==> src/logic/kwi_pkg.sv <==
// package: register map, field positions and reset values of the key block
package kwi_pkg;
   // ------------------------------------------------------------------
   // sizes
   // ------------------------------------------------------------------
   localparam int KWI_PINS = 5;
   localparam int KWI_AW = 12;
   // ------------------------------------------------------------------
   // register byte addresses
   // ------------------------------------------------------------------
   localparam logic [11:0] KWI_STATUS_CONTROL_ADDR = 12'h000;
   localparam logic [11:0] KWI_PIN_ENABLE_ADDR = 12'h004;
   localparam logic [11:0] KWI_PIN_POLARITY_ADDR = 12'h008;
   localparam logic [11:0] KWI_BREAK_FLAG_CONTROL_ADDR = 12'h00C;
   // ------------------------------------------------------------------
   // status/control and break flag control field positions
   // ------------------------------------------------------------------
   localparam int KWI_SENSE_SELECT_BIT = 0;
   localparam int KWI_REQUEST_MASK_BIT = 1;
   localparam int KWI_REQUEST_ACK_BIT = 2;
   localparam int KWI_PENDING_FLAG_BIT = 3;
   localparam int KWI_BREAK_CLEAR_ALLOW_BIT = 0;
   // ------------------------------------------------------------------
   // reset values
   // ------------------------------------------------------------------
   localparam logic [4:0] KWI_ENABLE_RESET = 5'h00;
   localparam logic [4:0] KWI_POLARITY_RESET = 5'h00;
   localparam logic KWI_MASK_RESET = 1'b0;
   localparam logic KWI_SENSE_RESET = 1'b0;
   localparam logic KWI_BREAK_ALLOW_RESET = 1'b0;
   localparam logic [31:0] KWI_ZERO_WORD = 32'h0000_0000;
endpackage

==> src/logic/kwi_sync_if.sv <==
// interface: raw key pins in, synchronised levels out
`timescale 1ns/10ps
interface kwi_sync_if;
   logic [4:0] raw;
   logic [4:0] level;
   modport sync (input raw, output level);
   modport user (output raw, input level);
endinterface

==> src/logic/kwi_top.sv <==
// module: keyboard wake interrupt block with APB register slave
`timescale 1ns/10ps
module kwi_top (
   input wire logic pclk,
   input wire logic presetn,
   input wire logic psel,
   input wire logic penable,
   input wire logic pwrite,
   input wire logic [kwi_pkg::KWI_AW-1:0] paddr,
   input wire logic [31:0] pwdata,
   output logic [31:0] prdata,
   output logic pready,
   output logic pslverr,
   input wire logic [kwi_pkg::KWI_PINS-1:0] key_wake_input,
   input wire logic [kwi_pkg::KWI_PINS-1:0] port_dir_out,
   input wire logic vector_fetch,
   input wire logic break_active,
   output logic [kwi_pkg::KWI_PINS-1:0] pin_dir_out,
   output logic [kwi_pkg::KWI_PINS-1:0] pull_up_en,
   output logic [kwi_pkg::KWI_PINS-1:0] pull_down_en,
   output logic irq_request,
   output logic wake_request
);
   import kwi_pkg::*;

   // ------------------------------------------------------------------
   // synchronised pin levels
   // ------------------------------------------------------------------
   kwi_sync_if sif ();
   assign sif.raw = key_wake_input;

   kwi_sync u_sync (
      .pclk(pclk),
      .presetn(presetn),
      .port(sif.sync)
   );

   // ------------------------------------------------------------------
   // state
   // ------------------------------------------------------------------
   logic [4:0] enable_reg, enable_next;
   logic [4:0] polarity_reg, polarity_next;
   logic mask_reg, mask_next;
   logic sense_reg, sense_next;
   logic allow_reg, allow_next;
   logic latch_reg, latch_next;
   logic ack_pend_reg, ack_pend_next;
   logic [4:0] prev_reg, prev_next;
   logic [31:0] prdata_reg, prdata_next;
   logic pready_reg, pready_next;
   logic pslverr_reg, pslverr_next;
   logic irq_reg, irq_next;
   logic wake_reg, wake_next;
   logic [4:0] dir_reg, dir_next;
   logic [4:0] pu_reg, pu_next;
   logic [4:0] pd_reg, pd_next;

   // asserted pins after polarity and enable
   logic [4:0] active;
   logic [4:0] rising;
   logic any_active;
   logic any_edge;
   logic others_active;
   logic wr_access;
   logic clear_ok;
   logic ack_event;

   // decode helper: true when the word address matches
   function automatic logic hit(input logic [11:0] a, input logic [11:0] r);
      hit = (a[11:2] == r[11:2]);
   endfunction

   // decode helper: true for any of the four register words
   function automatic logic mapped(input logic [11:0] a);
      mapped = hit(a, KWI_STATUS_CONTROL_ADDR) |
         hit(a, KWI_PIN_ENABLE_ADDR) |
         hit(a, KWI_PIN_POLARITY_ADDR) |
         hit(a, KWI_BREAK_FLAG_CONTROL_ADDR);
   endfunction

   // ------------------------------------------------------------------
   // detection terms
   // ------------------------------------------------------------------
   always_comb begin
      active = enable_reg & ~(sif.level ^ polarity_reg);
      rising = active & ~prev_reg;
      any_active = |active;
      any_edge = |rising;
      // a fresh edge only counts if no other enabled pin was already held
      others_active = |(prev_reg & active & ~rising);
   end

   // ------------------------------------------------------------------
   // bus strobes; the slave answers in the first access cycle
   // ------------------------------------------------------------------
   assign wr_access = psel & penable & pwrite & pready_reg;
   // break blocks status clears unless software allowed them
   assign clear_ok = ~break_active | allow_reg;
   assign ack_event = (wr_access & hit(paddr, KWI_STATUS_CONTROL_ADDR) &
      pwdata[KWI_REQUEST_ACK_BIT]) | vector_fetch;

   // ------------------------------------------------------------------
   // next-state for registers, latch and outputs
   // ------------------------------------------------------------------
   always_comb begin
      enable_next = enable_reg;
      polarity_next = polarity_reg;
      mask_next = mask_reg;
      sense_next = sense_reg;
      allow_next = allow_reg;
      latch_next = latch_reg;
      ack_pend_next = ack_pend_reg;
      prev_next = active;

      // software writes to control bits
      if (wr_access) begin
         if (hit(paddr, KWI_STATUS_CONTROL_ADDR)) begin
            mask_next = pwdata[KWI_REQUEST_MASK_BIT];
            sense_next = pwdata[KWI_SENSE_SELECT_BIT];
         end else if (hit(paddr, KWI_PIN_ENABLE_ADDR)) begin
            enable_next = pwdata[4:0];
         end else if (hit(paddr, KWI_PIN_POLARITY_ADDR)) begin
            polarity_next = pwdata[4:0];
         end else if (hit(paddr, KWI_BREAK_FLAG_CONTROL_ADDR)) begin
            allow_next = pwdata[KWI_BREAK_CLEAR_ALLOW_BIT];
         end
      end

      // acknowledge handling, gated by the break protection
      if (ack_event && clear_ok) begin
         if (sense_reg) begin
            ack_pend_next = 1'b1;
         end else begin
            latch_next = 1'b0;
         end
      end
      // edge-and-level: clear once acknowledged and all enabled inputs idle
      if (sense_reg && ack_pend_next && !any_active && clear_ok) begin
         latch_next = 1'b0;
         ack_pend_next = 1'b0;
      end
      if (!sense_reg) begin
         ack_pend_next = 1'b0;
      end

      // set wins over clear; an edge after acknowledge latches again
      if (any_edge && !others_active) begin
         latch_next = 1'b1;
         ack_pend_next = 1'b0;
      end else if (sense_reg && any_active && !ack_pend_next) begin
         latch_next = 1'b1;
      end
      // a held acknowledge survives a blocked break and completes later
      if (!clear_ok) begin
         latch_next = latch_reg | (any_edge & ~others_active) |
            (sense_reg & any_active);
      end

      // latch state is settled here; bus and pins follow below
   end

   // ------------------------------------------------------------------
   // bus response; a reply stands for the single access cycle only
   // ------------------------------------------------------------------
   always_comb begin
      // zero by default so no stale word lingers after an access
      prdata_next = KWI_ZERO_WORD;
      pready_next = 1'b0;
      pslverr_next = 1'b0;
      // every setup cycle is answered; the slave never stretches it
      if (psel && !penable) begin
         pready_next = 1'b1;
         // unmapped words answer with an error and drop any write
         pslverr_next = ~mapped(paddr);
         // reads of unmapped words leave the data at zero
         if (!pwrite) begin
            if (hit(paddr, KWI_STATUS_CONTROL_ADDR)) begin
               prdata_next[KWI_PENDING_FLAG_BIT] = latch_reg;
               prdata_next[KWI_REQUEST_MASK_BIT] = mask_reg;
               prdata_next[KWI_SENSE_SELECT_BIT] = sense_reg;
               // the acknowledge bit holds no state, so it reads 0
               prdata_next[KWI_REQUEST_ACK_BIT] = 1'b0;
            end else if (hit(paddr, KWI_PIN_ENABLE_ADDR)) begin
               prdata_next[4:0] = enable_reg;
            end else if (hit(paddr, KWI_PIN_POLARITY_ADDR)) begin
               prdata_next[4:0] = polarity_reg;
            end else if (hit(paddr, KWI_BREAK_FLAG_CONTROL_ADDR)) begin
               prdata_next[KWI_BREAK_CLEAR_ALLOW_BIT] = allow_reg;
            end
         end
      end
   end

   // ------------------------------------------------------------------
   // request, wake and pin control follow the next register state
   // ------------------------------------------------------------------
   // wake reuses the request term so both always agree
   always_comb begin
      // the request honours the mask; the pending flag does not
      irq_next = latch_next & ~mask_next;
      // the same request wakes the core from wait or stop
      wake_next = latch_next & ~mask_next;
      // enabled pins become inputs with a pull toward their idle level
      dir_next = port_dir_out & ~enable_next;
      // pull-up and pull-down never sit on one pin together
      pu_next = enable_next & ~polarity_next;
      pd_next = enable_next & polarity_next;
   end

   // ------------------------------------------------------------------
   // control registers and latch; pclk keeps running in wait and stop
   // ------------------------------------------------------------------
   // the reset branch loads constants only
   always_ff @(posedge pclk or negedge presetn) begin
      if (!presetn) begin
         enable_reg <= KWI_ENABLE_RESET;
         polarity_reg <= KWI_POLARITY_RESET;
         mask_reg <= KWI_MASK_RESET;
         sense_reg <= KWI_SENSE_RESET;
         allow_reg <= KWI_BREAK_ALLOW_RESET;
         latch_reg <= 1'b0;
         ack_pend_reg <= 1'b0;
         prev_reg <= 5'h00;
      end else begin
         enable_reg <= enable_next;
         polarity_reg <= polarity_next;
         mask_reg <= mask_next;
         sense_reg <= sense_next;
         allow_reg <= allow_next;
         latch_reg <= latch_next;
         ack_pend_reg <= ack_pend_next;
         prev_reg <= prev_next;
      end
   end

   // ------------------------------------------------------------------
   // bus response registers
   // ------------------------------------------------------------------
   // pready and pslverr fall again one cycle after they rise
   always_ff @(posedge pclk or negedge presetn) begin
      if (!presetn) begin
         prdata_reg <= KWI_ZERO_WORD;
         pready_reg <= 1'b0;
         pslverr_reg <= 1'b0;
      end else begin
         prdata_reg <= prdata_next;
         pready_reg <= pready_next;
         pslverr_reg <= pslverr_next;
      end
   end

   // ------------------------------------------------------------------
   // request and pin control registers
   // ------------------------------------------------------------------
   // registered so the request and pull controls never glitch at a pin
   always_ff @(posedge pclk or negedge presetn) begin
      if (!presetn) begin
         irq_reg <= 1'b0;
         wake_reg <= 1'b0;
         dir_reg <= 5'h00;
         pu_reg <= 5'h00;
         pd_reg <= 5'h00;
      end else begin
         irq_reg <= irq_next;
         wake_reg <= wake_next;
         dir_reg <= dir_next;
         pu_reg <= pu_next;
         pd_reg <= pd_next;
      end
   end

   // ------------------------------------------------------------------
   // outputs, all from flip-flops
   // ------------------------------------------------------------------
   assign prdata = prdata_reg;
   assign pready = pready_reg;
   assign pslverr = pslverr_reg;
   assign irq_request = irq_reg;
   assign wake_request = wake_reg;
   assign pin_dir_out = dir_reg;
   assign pull_up_en = pu_reg;
   assign pull_down_en = pd_reg;
endmodule

==> src/logic/kwi_sync.sv <==
// module: three-stage synchroniser for the key input pins
`timescale 1ns/10ps
module kwi_sync (
   input wire logic pclk,
   input wire logic presetn,
   kwi_sync_if.sync port
);
   import kwi_pkg::*;
   logic [4:0] s1_reg, s2_reg, s3_reg, lvl_reg;
   logic [4:0] s1_next, s2_next, s3_next, lvl_next;

   // ------------------------------------------------------------------
   // next values: a change counts once stages two and three agree
   // ------------------------------------------------------------------
   always_comb begin
      s1_next = port.raw;
      s2_next = s1_reg;
      s3_next = s2_reg;
      lvl_next = lvl_reg;
      for (int i = 0; i < KWI_PINS; i++) begin
         if (s2_reg[i] == s3_reg[i]) begin
            lvl_next[i] = s3_reg[i];
         end
      end
   end

   // ------------------------------------------------------------------
   // registers; stage one feeds stage two only
   // ------------------------------------------------------------------
   always_ff @(posedge pclk or negedge presetn) begin
      if (!presetn) begin
         s1_reg <= 5'h00;
         s2_reg <= 5'h00;
         s3_reg <= 5'h00;
         lvl_reg <= 5'h00;
      end else begin
         s1_reg <= s1_next;
         s2_reg <= s2_next;
         s3_reg <= s3_next;
         lvl_reg <= lvl_next;
      end
   end

   assign port.level = lvl_reg;
endmodule

==> config.mk <==
export PLATFORM = sky130hd
export DESIGN_NAME = kwi_top
export DESIGN_NICKNAME = d
export VERILOG_FILES = /design/src/logic/kwi_pkg.sv /design/src/logic/kwi_sync_if.sv /design/src/logic/kwi_top.sv /design/src/logic/kwi_sync.sv
export SDC_FILE = /design/constraint.sdc
export NUM_CORES = 1
export LEC_CHECK = 0
export BUFFER_PORTS_ARGS = -buffer_cell sky130_fd_sc_hd__buf_2
export CAP_MARGIN = 5
export CORE_MARGIN = 2
export CORE_UTILIZATION = 47
export DETAILED_ROUTE_END_ITERATION = 8
export PLACE_DENSITY = 0.79
export REMOVE_ABC_BUFFERS = 1
export SLEW_MARGIN = 0
export SYNTH_ARGS = -nofsm -noshare
export SYNTH_HDL_FRONTEND = slang
export SYNTH_SLANG_ARGS = --single-unit
==> constraint.sdc <==
create_clock -name pclk -period 1.9 [get_ports pclk]
set_clock_uncertainty 0.1 [all_clocks]
set_input_delay 0.095 -clock pclk [delete_from_list [all_inputs] [get_ports pclk]]
set_output_delay 0.095 -clock pclk [all_outputs]
set_load 0.05 [all_outputs]
; ---- Yosys cells after proc, flatten, opt, wreduce, memory -nomap -nowiden
; Cells that the tools add are included.
; Widths: inputs -> output; s select.
[word_totals]
reg_bits = 63
input_bits = 61
word_cells = 114
[classes]
n_eq_ne = 8
n_mux = 30
n_bitwise = 35
n_reduce_logical = 18
[ops]
columns = operator, n
row1 = $mux 5, 10
row2 = $and 5x5->5, 7
row3 = $not 5->5, 5
row4 = $eq 10x2->1 const B, 2
row5 = $mux 1, 18
row6 = $reduce_or 5->1, 3
row7 = $eq 10x1->1 const B, 1
row8 = $logic_not 10->1, 1
row9 = $and 1x1->1, 8
row10 = $logic_and 1x1->1, 8
row11 = $mux 4, 2
row12 = $not 1->1, 7
row13 = $or 1x1->1, 7
row14 = $eq 1x1->1, 5
row15 = $reduce_and 5->1, 1
row16 = $xor 5x5->5, 1
row17 = $logic_not 1->1, 4
row18 = $reduce_and 2->1, 1

; ---- Longest topological paths before layout
; Gate-level depths: netlist of the first run.
[logic_depth]
ltp_word = 19
ltp_mapped = 6
depth_no_buf = 5

; ---- Hierarchy
; A second synthesis of the first run with hierarchy kept.
[hier_totals]
cells_unflattened = 209
area_unflattened_um2 = 2641.3
[modules_own_cells]
columns = module, n_inst, cells_per_inst, area_per_inst_um2, seq_area_each_um2
row1 = kwi_top, 1, 184, 2084.5, 1076.0
row2 = kwi_sync, 1, 25, 556.8, 500.5

; ---- Worst setup path before layout of the first run
; Ideal clock, no wire load.
[synth_path]
path_type = reg-to-reg
start = reg pready_reg (netlist: pready)
end = reg pu_reg[2] (netlist: pull_up_en[2])
setup_time_ns = 0.072
arrival_ns = 1.739
setup_slack_ns = -0.011
path_stages_with_launch = 6
n_path_buf = 1
period_less_slack_ns = 1.911
cell_sequence = dfrtp_1 > nand4_1 > nor4_2 > buf_4 > mux2_1 > nor2_1
[synth_via]
elab_chain_cells = 4
elab_cells_between_ends = 5
classes_between = mux: 2 / bitwise: 3
[synth_lines]
columns = item, line_no
row1 = start: declaration, kwi_top.sv:50  ; logic pready_reg, pready_next;
row2 = start signal: assignment, kwi_top.sv:247  ; pready_reg <= pready_next;
row3 = $and 1x1->1, kwi_top.sv:96  ; assign wr_access = psel & penable & pwrite & pready_reg;
row4 = $mux 5, kwi_top.sv:116  ; if (wr_access) begin
row5 = named net polarity_next[2], kwi_top.sv:42  ; logic [4:0] polarity_reg, polarity_next;
row6 = $not 5->5, kwi_top.sv:206  ; pu_next = enable_next & ~polarity_next;
row7 = $and 5x5->5, kwi_top.sv:206
row8 = named net pu_next[2], kwi_top.sv:55  ; logic [4:0] pu_reg, pu_next;
row9 = end signal: assignment, kwi_top.sv:267  ; pu_reg <= pu_next;
row10 = end: declaration, kwi_top.sv:55
; The timed path passes the listed nets, and every way through them passes these cells.
; A chain may end at the register's enable or synchronous reset.

; ---- Worst setup path after layout of the first run
[layout_path]
start = in pwrite
end = reg pu_reg[4] (netlist: pull_up_en[4])
[layout_via]
elab_chain_cells = 5
elab_cells_between_ends = 6
classes_between = mux: 2 / bitwise: 4
[layout_lines]
columns = item, line_no
row1 = start: declaration, kwi_top.sv:8  ; input wire logic pwrite,
row2 = $and 1x1->1 (2 in a row), kwi_top.sv:96
row3 = $mux 5, kwi_top.sv:116
row4 = named net polarity_next[4], kwi_top.sv:42
row5 = $not 5->5, kwi_top.sv:206
row6 = $and 5x5->5, kwi_top.sv:206
row7 = named net pu_next[4], kwi_top.sv:55
; The timed path passes the listed nets, and every way through them passes these cells.

==> results of run 1 <==
where the power goes:
part / switching, uW / leakage (uW) / internal (uW)
sequential: 17.1 / 0.000820 / 1380
clock: 482 / 0.0000894 / 541
combinational: 229 / 0.000859 / 86.3
total: 728 / 0.00177 / 2000
how the worst max path moves through the flow:
stage | start | to | slack (ns)
finish | pwrite | pull_up_en[4]$_DFF_PN0_ | 0.08
global route | pwrite | pull_up_en[3]$_DFF_PN0_ | 0.06
CTS | polarity_reg[2]$_DFF_PN0_ | wake_request$_DFF_PN0_ | 0.07
detailed placement | paddr[11] | pull_up_en[3]$_DFF_PN0_ | 0.06
global placement | paddr[11] | pull_up_en[3]$_DFF_PN0_ | 0.07
floorplan | pready$_DFF_PN0_ | pull_up_en[0]$_DFF_PN0_ | -0.30
metal layers:
| layer | vias to the layer above | global-route usage |
|---|---|---|
| met1 | 848 | 0.218 |
| met5 | - | 0 |
| met4 | 0 | 0.0724 |
| met3 | 6 | 0.0523 |
| met2 | 79 | 0.276 |
| li1 | 852 | - |
final cells by class:
type	instances	area [sq um]	area share
multi-input combinational	134	912	0.272
tap	72	90.1	0.0269
inverter	12	45.0	0.0134
timing repair buffer	82	551	0.164
clock inverter	3	17.5	0.00523
clock buffer	13	159	0.0474
sequential	63	1580	0.471
cells by family (layout without fill, tap and decap cells):
group | Yosys count | after routing
AO/OA/AOI/OAI | 27 | 27
XOR/XNOR | 5 | 5
adder cells (fa/ha/maj) | 5 | 5
buffers and inverters | 43 | 110
flip-flops | 63 | 63
multiplexers | 13 | 13
other | 1 | 27
AND/OR/NAND/NOR | 57 | 57
cell usage in the layout, fill, tap and decap left out, types with 2 or more instances in the layout:
master,count
nor2_1,15
maj3_1,5
buf_12,2
nor4_4,2
dfrtp_1,63
buf_4,6
or2_2,2
o21a_1,5
conb_1,27
nor3_1,2
clkbuf_1,2
and2_1,10
mux2_2,3
dlygate4sd3_1,19
buf_2,55
and4_1,2
xnor2_1,5
a2111oi_2,2
clkinv_2,2
mux2_1,4
o21bai_1,2
clkbuf_8,11
a22oi_1,3
nand4_1,3
nand3_1,4
o22a_1,5
mux2i_1,6
nor2b_1,2
inv_1,12
nand2_1,8
metrics by stage:
| stage | area [sq um] | setup slack (ns) |
|---|---|---|
| detailed placement | 2980 | 0.0567 |
| floorplan | 2530 | -0.302 |
| finish | 3350 | 0.0792 |
| CTS | 3340 | 0.0721 |
| global placement | 2980 | 0.0737 |
| global route | 3350 | 0.0636 |
timing repair:
| item | in CTS | in global routing |
|---|---|---|
| gates resized for setup | 0 | 1 |
| endpoints found under the hold margin | 61 | 0 |
| endpoints found under the setup margin | 0 | 1 |
| hold buffers | 19 | 0 |
==> flow_metrics.py, run 1 <==
metrics = {
    "pwr": {
        "ir_worst_vdd_mv": 0.596,
        "power.leakage_uw": 0.00177,
        "p_per_area_nw_per_um2": 815,
        "power_uw": 2730,
    },
    "detailed_routing": {
        "drc": 0,
        "drtIter0Drc": 83,
        "num_vias": 1785,
        "wl_met1_mm": 2.14,
        "postRouteAntennaNets": 0,
        "top_layer_used": "met4",
        "first_pass_iters": 4,
        "wl_mm": 4.84,
        "dr_wl_met2_mm": 2.30,
        "wl_met3_um": 322,
        "wl_per_cell_um": 12.8,
        "via_per_inst": 4.71,
    },
    "cts": {
        "clock-sinks": 63,
        "cts_max_level": 3,
        "clk_latency_ns": 0.33,
        "clockRootBuffer": "clkbuf_8",
        "clock_path_buffers": 2,
        "clk_pin_slew_ns": 0.07,
        "post_cts_buffers": 0,
        "numCtsBuffers": 9,
        "cts_tree": "yes",
    },
    "timing": {
        "timing.hold.ws_ns": 0.0324,
        "hold_viol": 0,
        "fin_setup_tns_ns": 0,
        "post-route-min-period_ns": 1.82,
        "setup_viol_count_final": 0,
        "finalCritPeriodShare": 0.958,
        "worst_slew_pin_slew_ns": 0.578,
        "fmax_ghz": 0.549,
        "relSlewSlack": 0.615,
        "rsz0062_at_grt": "no",
        "slew_violations": 0,
    },
    "place": {
        "port_buffers": 55,
        "gp_congestion": 0.800,
        "place_inst": 344,
        "hpwl_mm": 3.48,
    },
    "min_path": {
        "hold_depth": 2,
        "hp-class": "in2reg",
        "min_to": "prdata[1]$_DFF_PN0_",
        "hp-start": "paddr[2]",
    },
    "finish": {
        "instances_no_fill": 379,
        "fin_util": 0.608,
        "nNetsFinal": 363,
        "fill_cells": 459,
        "diodes": 0,
        "drive_gt1_frac": 0.296,
        "synthToLayoutAreaGrowth_pct": 25.8,
    },
    "die": {
        "die-area_sq_um": 6290,
        "die_h_um": 79.3,
        "start_util": 0.484,
        "die_w_um": 79.3,
        "core_sq_um": 5510,
        "rows": 27,
        "ios": 112,
    },
    "yosys": {
        "netlist_area_sq_um": 2660,
        "yosysTopAreaCell": "dfrtp_1",
        "syn_avg_cell_area_sq_um": 12.4,
        "yosys.area_share.simple": 0.130,
        "ys.flop_type": "dfrtp_1",
        "synthMuxAreaShare": 0.0521,
        "synth-adder-area-share": 0.0188,
        "synth-compound-area-share": 0.0850,
        "synth_most_common_cell": "dfrtp_1",
        "synth_edf_count": 0,
        "ys_ff_latch": 63,
        "synth_top_family_by_area": "simple AND/OR/NAND/NOR gates",
        "yosysTopAreaCellShare": 0.592,
        "netlist-cell-type-count": 43,
        "synth-xor-area-share": 0.0164,
        "synth_top_cells_by_count": "dfrtp_1, buf_4, nor2_1",
        "yosysWarningCount": 0,
        "synth_cells": 214,
        "synth-seq-area-share": 0.592,
        "synth_area_leaders": "dfrtp_1, buf_4, and2_1, mux2i_1, nor2_1",
        "async_reset_ff_frac": 1.00,
    },
    "setup_path": {
        "cp.depth": 7,
        "critPathRequiredTime_ns": 2.06,
        "worst-path-max-fanout": 7,
        "cp_num_buf_inv": 3,
        "reg2reg_to": "pull_up_en[4]$_DFF_PN0_",
        "crit_arrival_ns": 1.98,
        "r2r_slack_ns": 0.12,
        "cp_top_family": "buffers and inverters",
        "path_class": "in2reg",
        "cp_slowest_stage_delay_ns": 0.53,
        "timing.rr.start": "pready$_DFF_PN0_",
        "r2r_cells": 5,
        "start_kind": "input port",
        "critPathSlowestCell": "dlygate4sd3_1",
        "crit_chain": "dlygate4sd3_1 > buf_2 > nand4_1 > nor4_2 > buf_4 > mux2_1 > nor2_1",
        "worstSetupEndpointType": "flop",
    },
    "global_routing": {
        "grt_remaining_overflow": 0,
        "grt_max_degree": 40,
        "grt_first_pass_wirelength_mm": 8.06,
        "first_global_vias": 1730,
        "antenna_found_initial": 0,
        "grtUsageTotal": 0.173,
    },
    "outcome": {
        "outcome": "complete, no violations",
    },
    "job": {
        "drv_cap": 0,
    },
}
No activity file was read; power rests on OpenSTA's default activity.
==> run 2: changes to the inputs <==
--- a/config.mk
+++ b/config.mk
@@ -8,9 +8,9 @@
 export BUFFER_PORTS_ARGS = -buffer_cell sky130_fd_sc_hd__buf_2
 export CAP_MARGIN = 5
 export CORE_MARGIN = 2
-export CORE_UTILIZATION = 47
+export CORE_UTILIZATION = 40
 export DETAILED_ROUTE_END_ITERATION = 8
-export PLACE_DENSITY = 0.79
+export PLACE_DENSITY = 0.69
 export REMOVE_ABC_BUFFERS = 1
 export SLEW_MARGIN = 0
 export SYNTH_ARGS = -nofsm -noshare
==> constraint.sdc (replaced) <==
create_clock -name pclk -period 1.9 [get_ports pclk]
set_clock_uncertainty 0.1 [all_clocks]
set_input_delay 0.095 -clock pclk [delete_from_list [all_inputs] [get_ports pclk]]
set_output_delay 0.095 -clock pclk [all_outputs]
set_load 0.01 [all_outputs]
==> flow_metrics.py, run 2 (synthesis results as in run 1) <==
metrics = {
    "outcome": {
        "outcome": "complete, no violations",
    },
    "cts": {
        "cts_resized": 0,
        "numCtsBuffers": 9,
        "clock_path_buffers": 2,
        "cts_max_level": 3,
        "clk_pin_slew_ns": 0.07,
        "cts_tree": "yes",
        "clockRootBuffer": "clkbuf_8",
        "clock-sinks": 63,
        "post_cts_buffers": 0,
        "clk_latency_ns": 0.34,
    },
    "global_routing": {
        "grt_remaining_overflow": 0,
        "grtUsageTotal": 0.152,
        "grt_max_degree": 29,
        "grt_first_pass_wirelength_mm": 8.22,
        "first_global_vias": 1773,
        "antenna_found_initial": 0,
    },
    "place": {
        "hpwl_mm": 3.63,
        "place_area_sq_um": 2970,
        "gp_congestion": 0.866,
        "port_buffers": 55,
    },
    "timing": {
        "fin_setup_tns_ns": 0,
        "fmax_ghz": 0.579,
        "rsz0062_at_grt": "no",
        "hold_viol": 0,
        "timing.hold.ws_ns": 0.0837,
        "worst_slew_pin_slew_ns": 0.612,
        "post-route-min-period_ns": 1.73,
        "relSlewSlack": 0.592,
        "finalCritPeriodShare": 0.909,
        "slew_violations": 0,
        "setup_viol_count_final": 0,
    },
    "finish": {
        "synthToLayoutAreaGrowth_pct": 27.1,
        "stdcell_area_sq_um": 3380,
        "diodes": 0,
        "nNetsFinal": 364,
        "final_common_cell": "dfrtp_1",
        "fill_cells": 570,
        "multiInputGateArea_sq_um": 906,
        "final_cell_mix": "dfrtp_1, buf_2, conb_1",
        "regArea_sq_um": 1580,
        "drive_gt1_frac": 0.290,
        "fin_util": 0.530,
    },
    "setup_path": {
        "worstSetupEndpointType": "flop",
        "crit_chain": "dlygate4sd3_1 > buf_2 > and4_1 > nand4_1 > o41a_1 > o21bai_1 > a21oi_1",
        "start_kind": "input port",
        "cp_slowest_stage_delay_ns": 0.52,
        "critPathRequiredTime_ns": 2.03,
        "worst-path-max-fanout": 3,
        "cp_num_buf_inv": 2,
        "crit_arrival_ns": 1.85,
        "path_class": "in2reg",
        "critPathSlowestCell": "dlygate4sd3_1",
        "cp_top_family": "compound AO/OA/AOI/OAI gates",
    },
    "die": {
        "ios": 112,
        "core_sq_um": 6390,
        "die_h_um": 85.6,
        "rows": 29,
        "start_util": 0.417,
        "die-area_sq_um": 7330,
        "die_w_um": 85.6,
    },
    "detailed_routing": {
        "first_pass_iters": 4,
        "drtIter0Drc": 66,
        "via_per_inst": 4.65,
        "num_vias": 1785,
        "postRouteAntennaNets": 0,
        "wl_mm": 4.90,
        "drc": 0,
        "wl_per_cell_um": 12.8,
    },
    "min_path": {
        "hp-class": "in2reg",
    },
    "job": {
        "drv_cap": 0,
    },
    "pwr": {
        "p_per_area_nw_per_um2": 840,
        "power_uw": 2840,
        "power.leakage_uw": 0.00178,
        "ir_worst_vdd_mv": 0.538,
    },
}
run 2: cell types whose count changed in the layout (fill, tap and decap cells not counted):
cell,delta
nor4b_1,+1
buf_12,-1
clkbuf_8,-1
dlygate4sd3_1,+1
buf_4,+1
clkinv_2,-2
nor4b_2,-1
bufinv_16,+2
run 2: stage by stage:
step | instances | worst slack, ns
5_1_grt | 384 | 0.0351
3_5_place_dp | 349 | 0.0803
2_1_floorplan | 209 | -0.00114
4_1_cts | 384 | 0.152
3_3_place_gp | 349 | 0.106
6_report | 384 | 0.174
run 2: cell type report:
cell class                 count  share of cell area
clock buffer                  12              0.0429
clock inverter                 3              0.0200
inverter                      12              0.0133
multi-input combinational    134               0.268
sequential                    63               0.466
tap                           77              0.0285
timing repair buffer          83               0.162
run 2: path summary, 6_finish.rpt:
kind,cells past startpoint,from,slack (ns),endpoint
min in group asynchronous,2,presetn,0.19,pull_up_en[0]$_DFF_PN0_
worst min-delay path,3,paddr[3],0.08,allow_reg$_DFFE_PN0P_
worst min register to register,0,u_sync.s1_reg[1]$_DFF_PN0_,0.25,u_sync.s2_reg[1]$_DFF_PN0_
worst max-delay path,7,pwrite,0.17,wake_request$_DFF_PN0_
max in group asynchronous,3,presetn,0.91,mask_reg$_DFF_PN0_
worst max register to register,6,polarity_reg[2]$_DFF_PN0_,0.18,ack_pend_reg$_DFF_PN0_
run 2: worst register-to-register path: stages, from the launching register on:
cell	delay, ns
dfrtp_1	0.42
xnor2_1	0.18
a22oi_1	0.20
nor4b_1	0.31
buf_4	0.18
nand3_1	0.07
a21boi_0	0.18
run 2: timing repair:
action,in CTS,in global routing
endpoints found under the setup margin,0,0
hold endpoints to repair,60,0
hold buffers,20,0
run 2: layer usage:
metal | vias up | wire length (um) | global-route usage
met4 | 0 | 68 | 0.0592
li1 | 856 | - | -
met3 | 7 | 438 | 0.0770
met1 | 851 | 2140 | 0.186
met2 | 71 | 2260 | 0.229
met5 | - | 0 | 0
run 2: power by group:
group          internal (uW)  switching [uW]
logic                   88.1             111
registers               1380            16.9
clock network            768             481
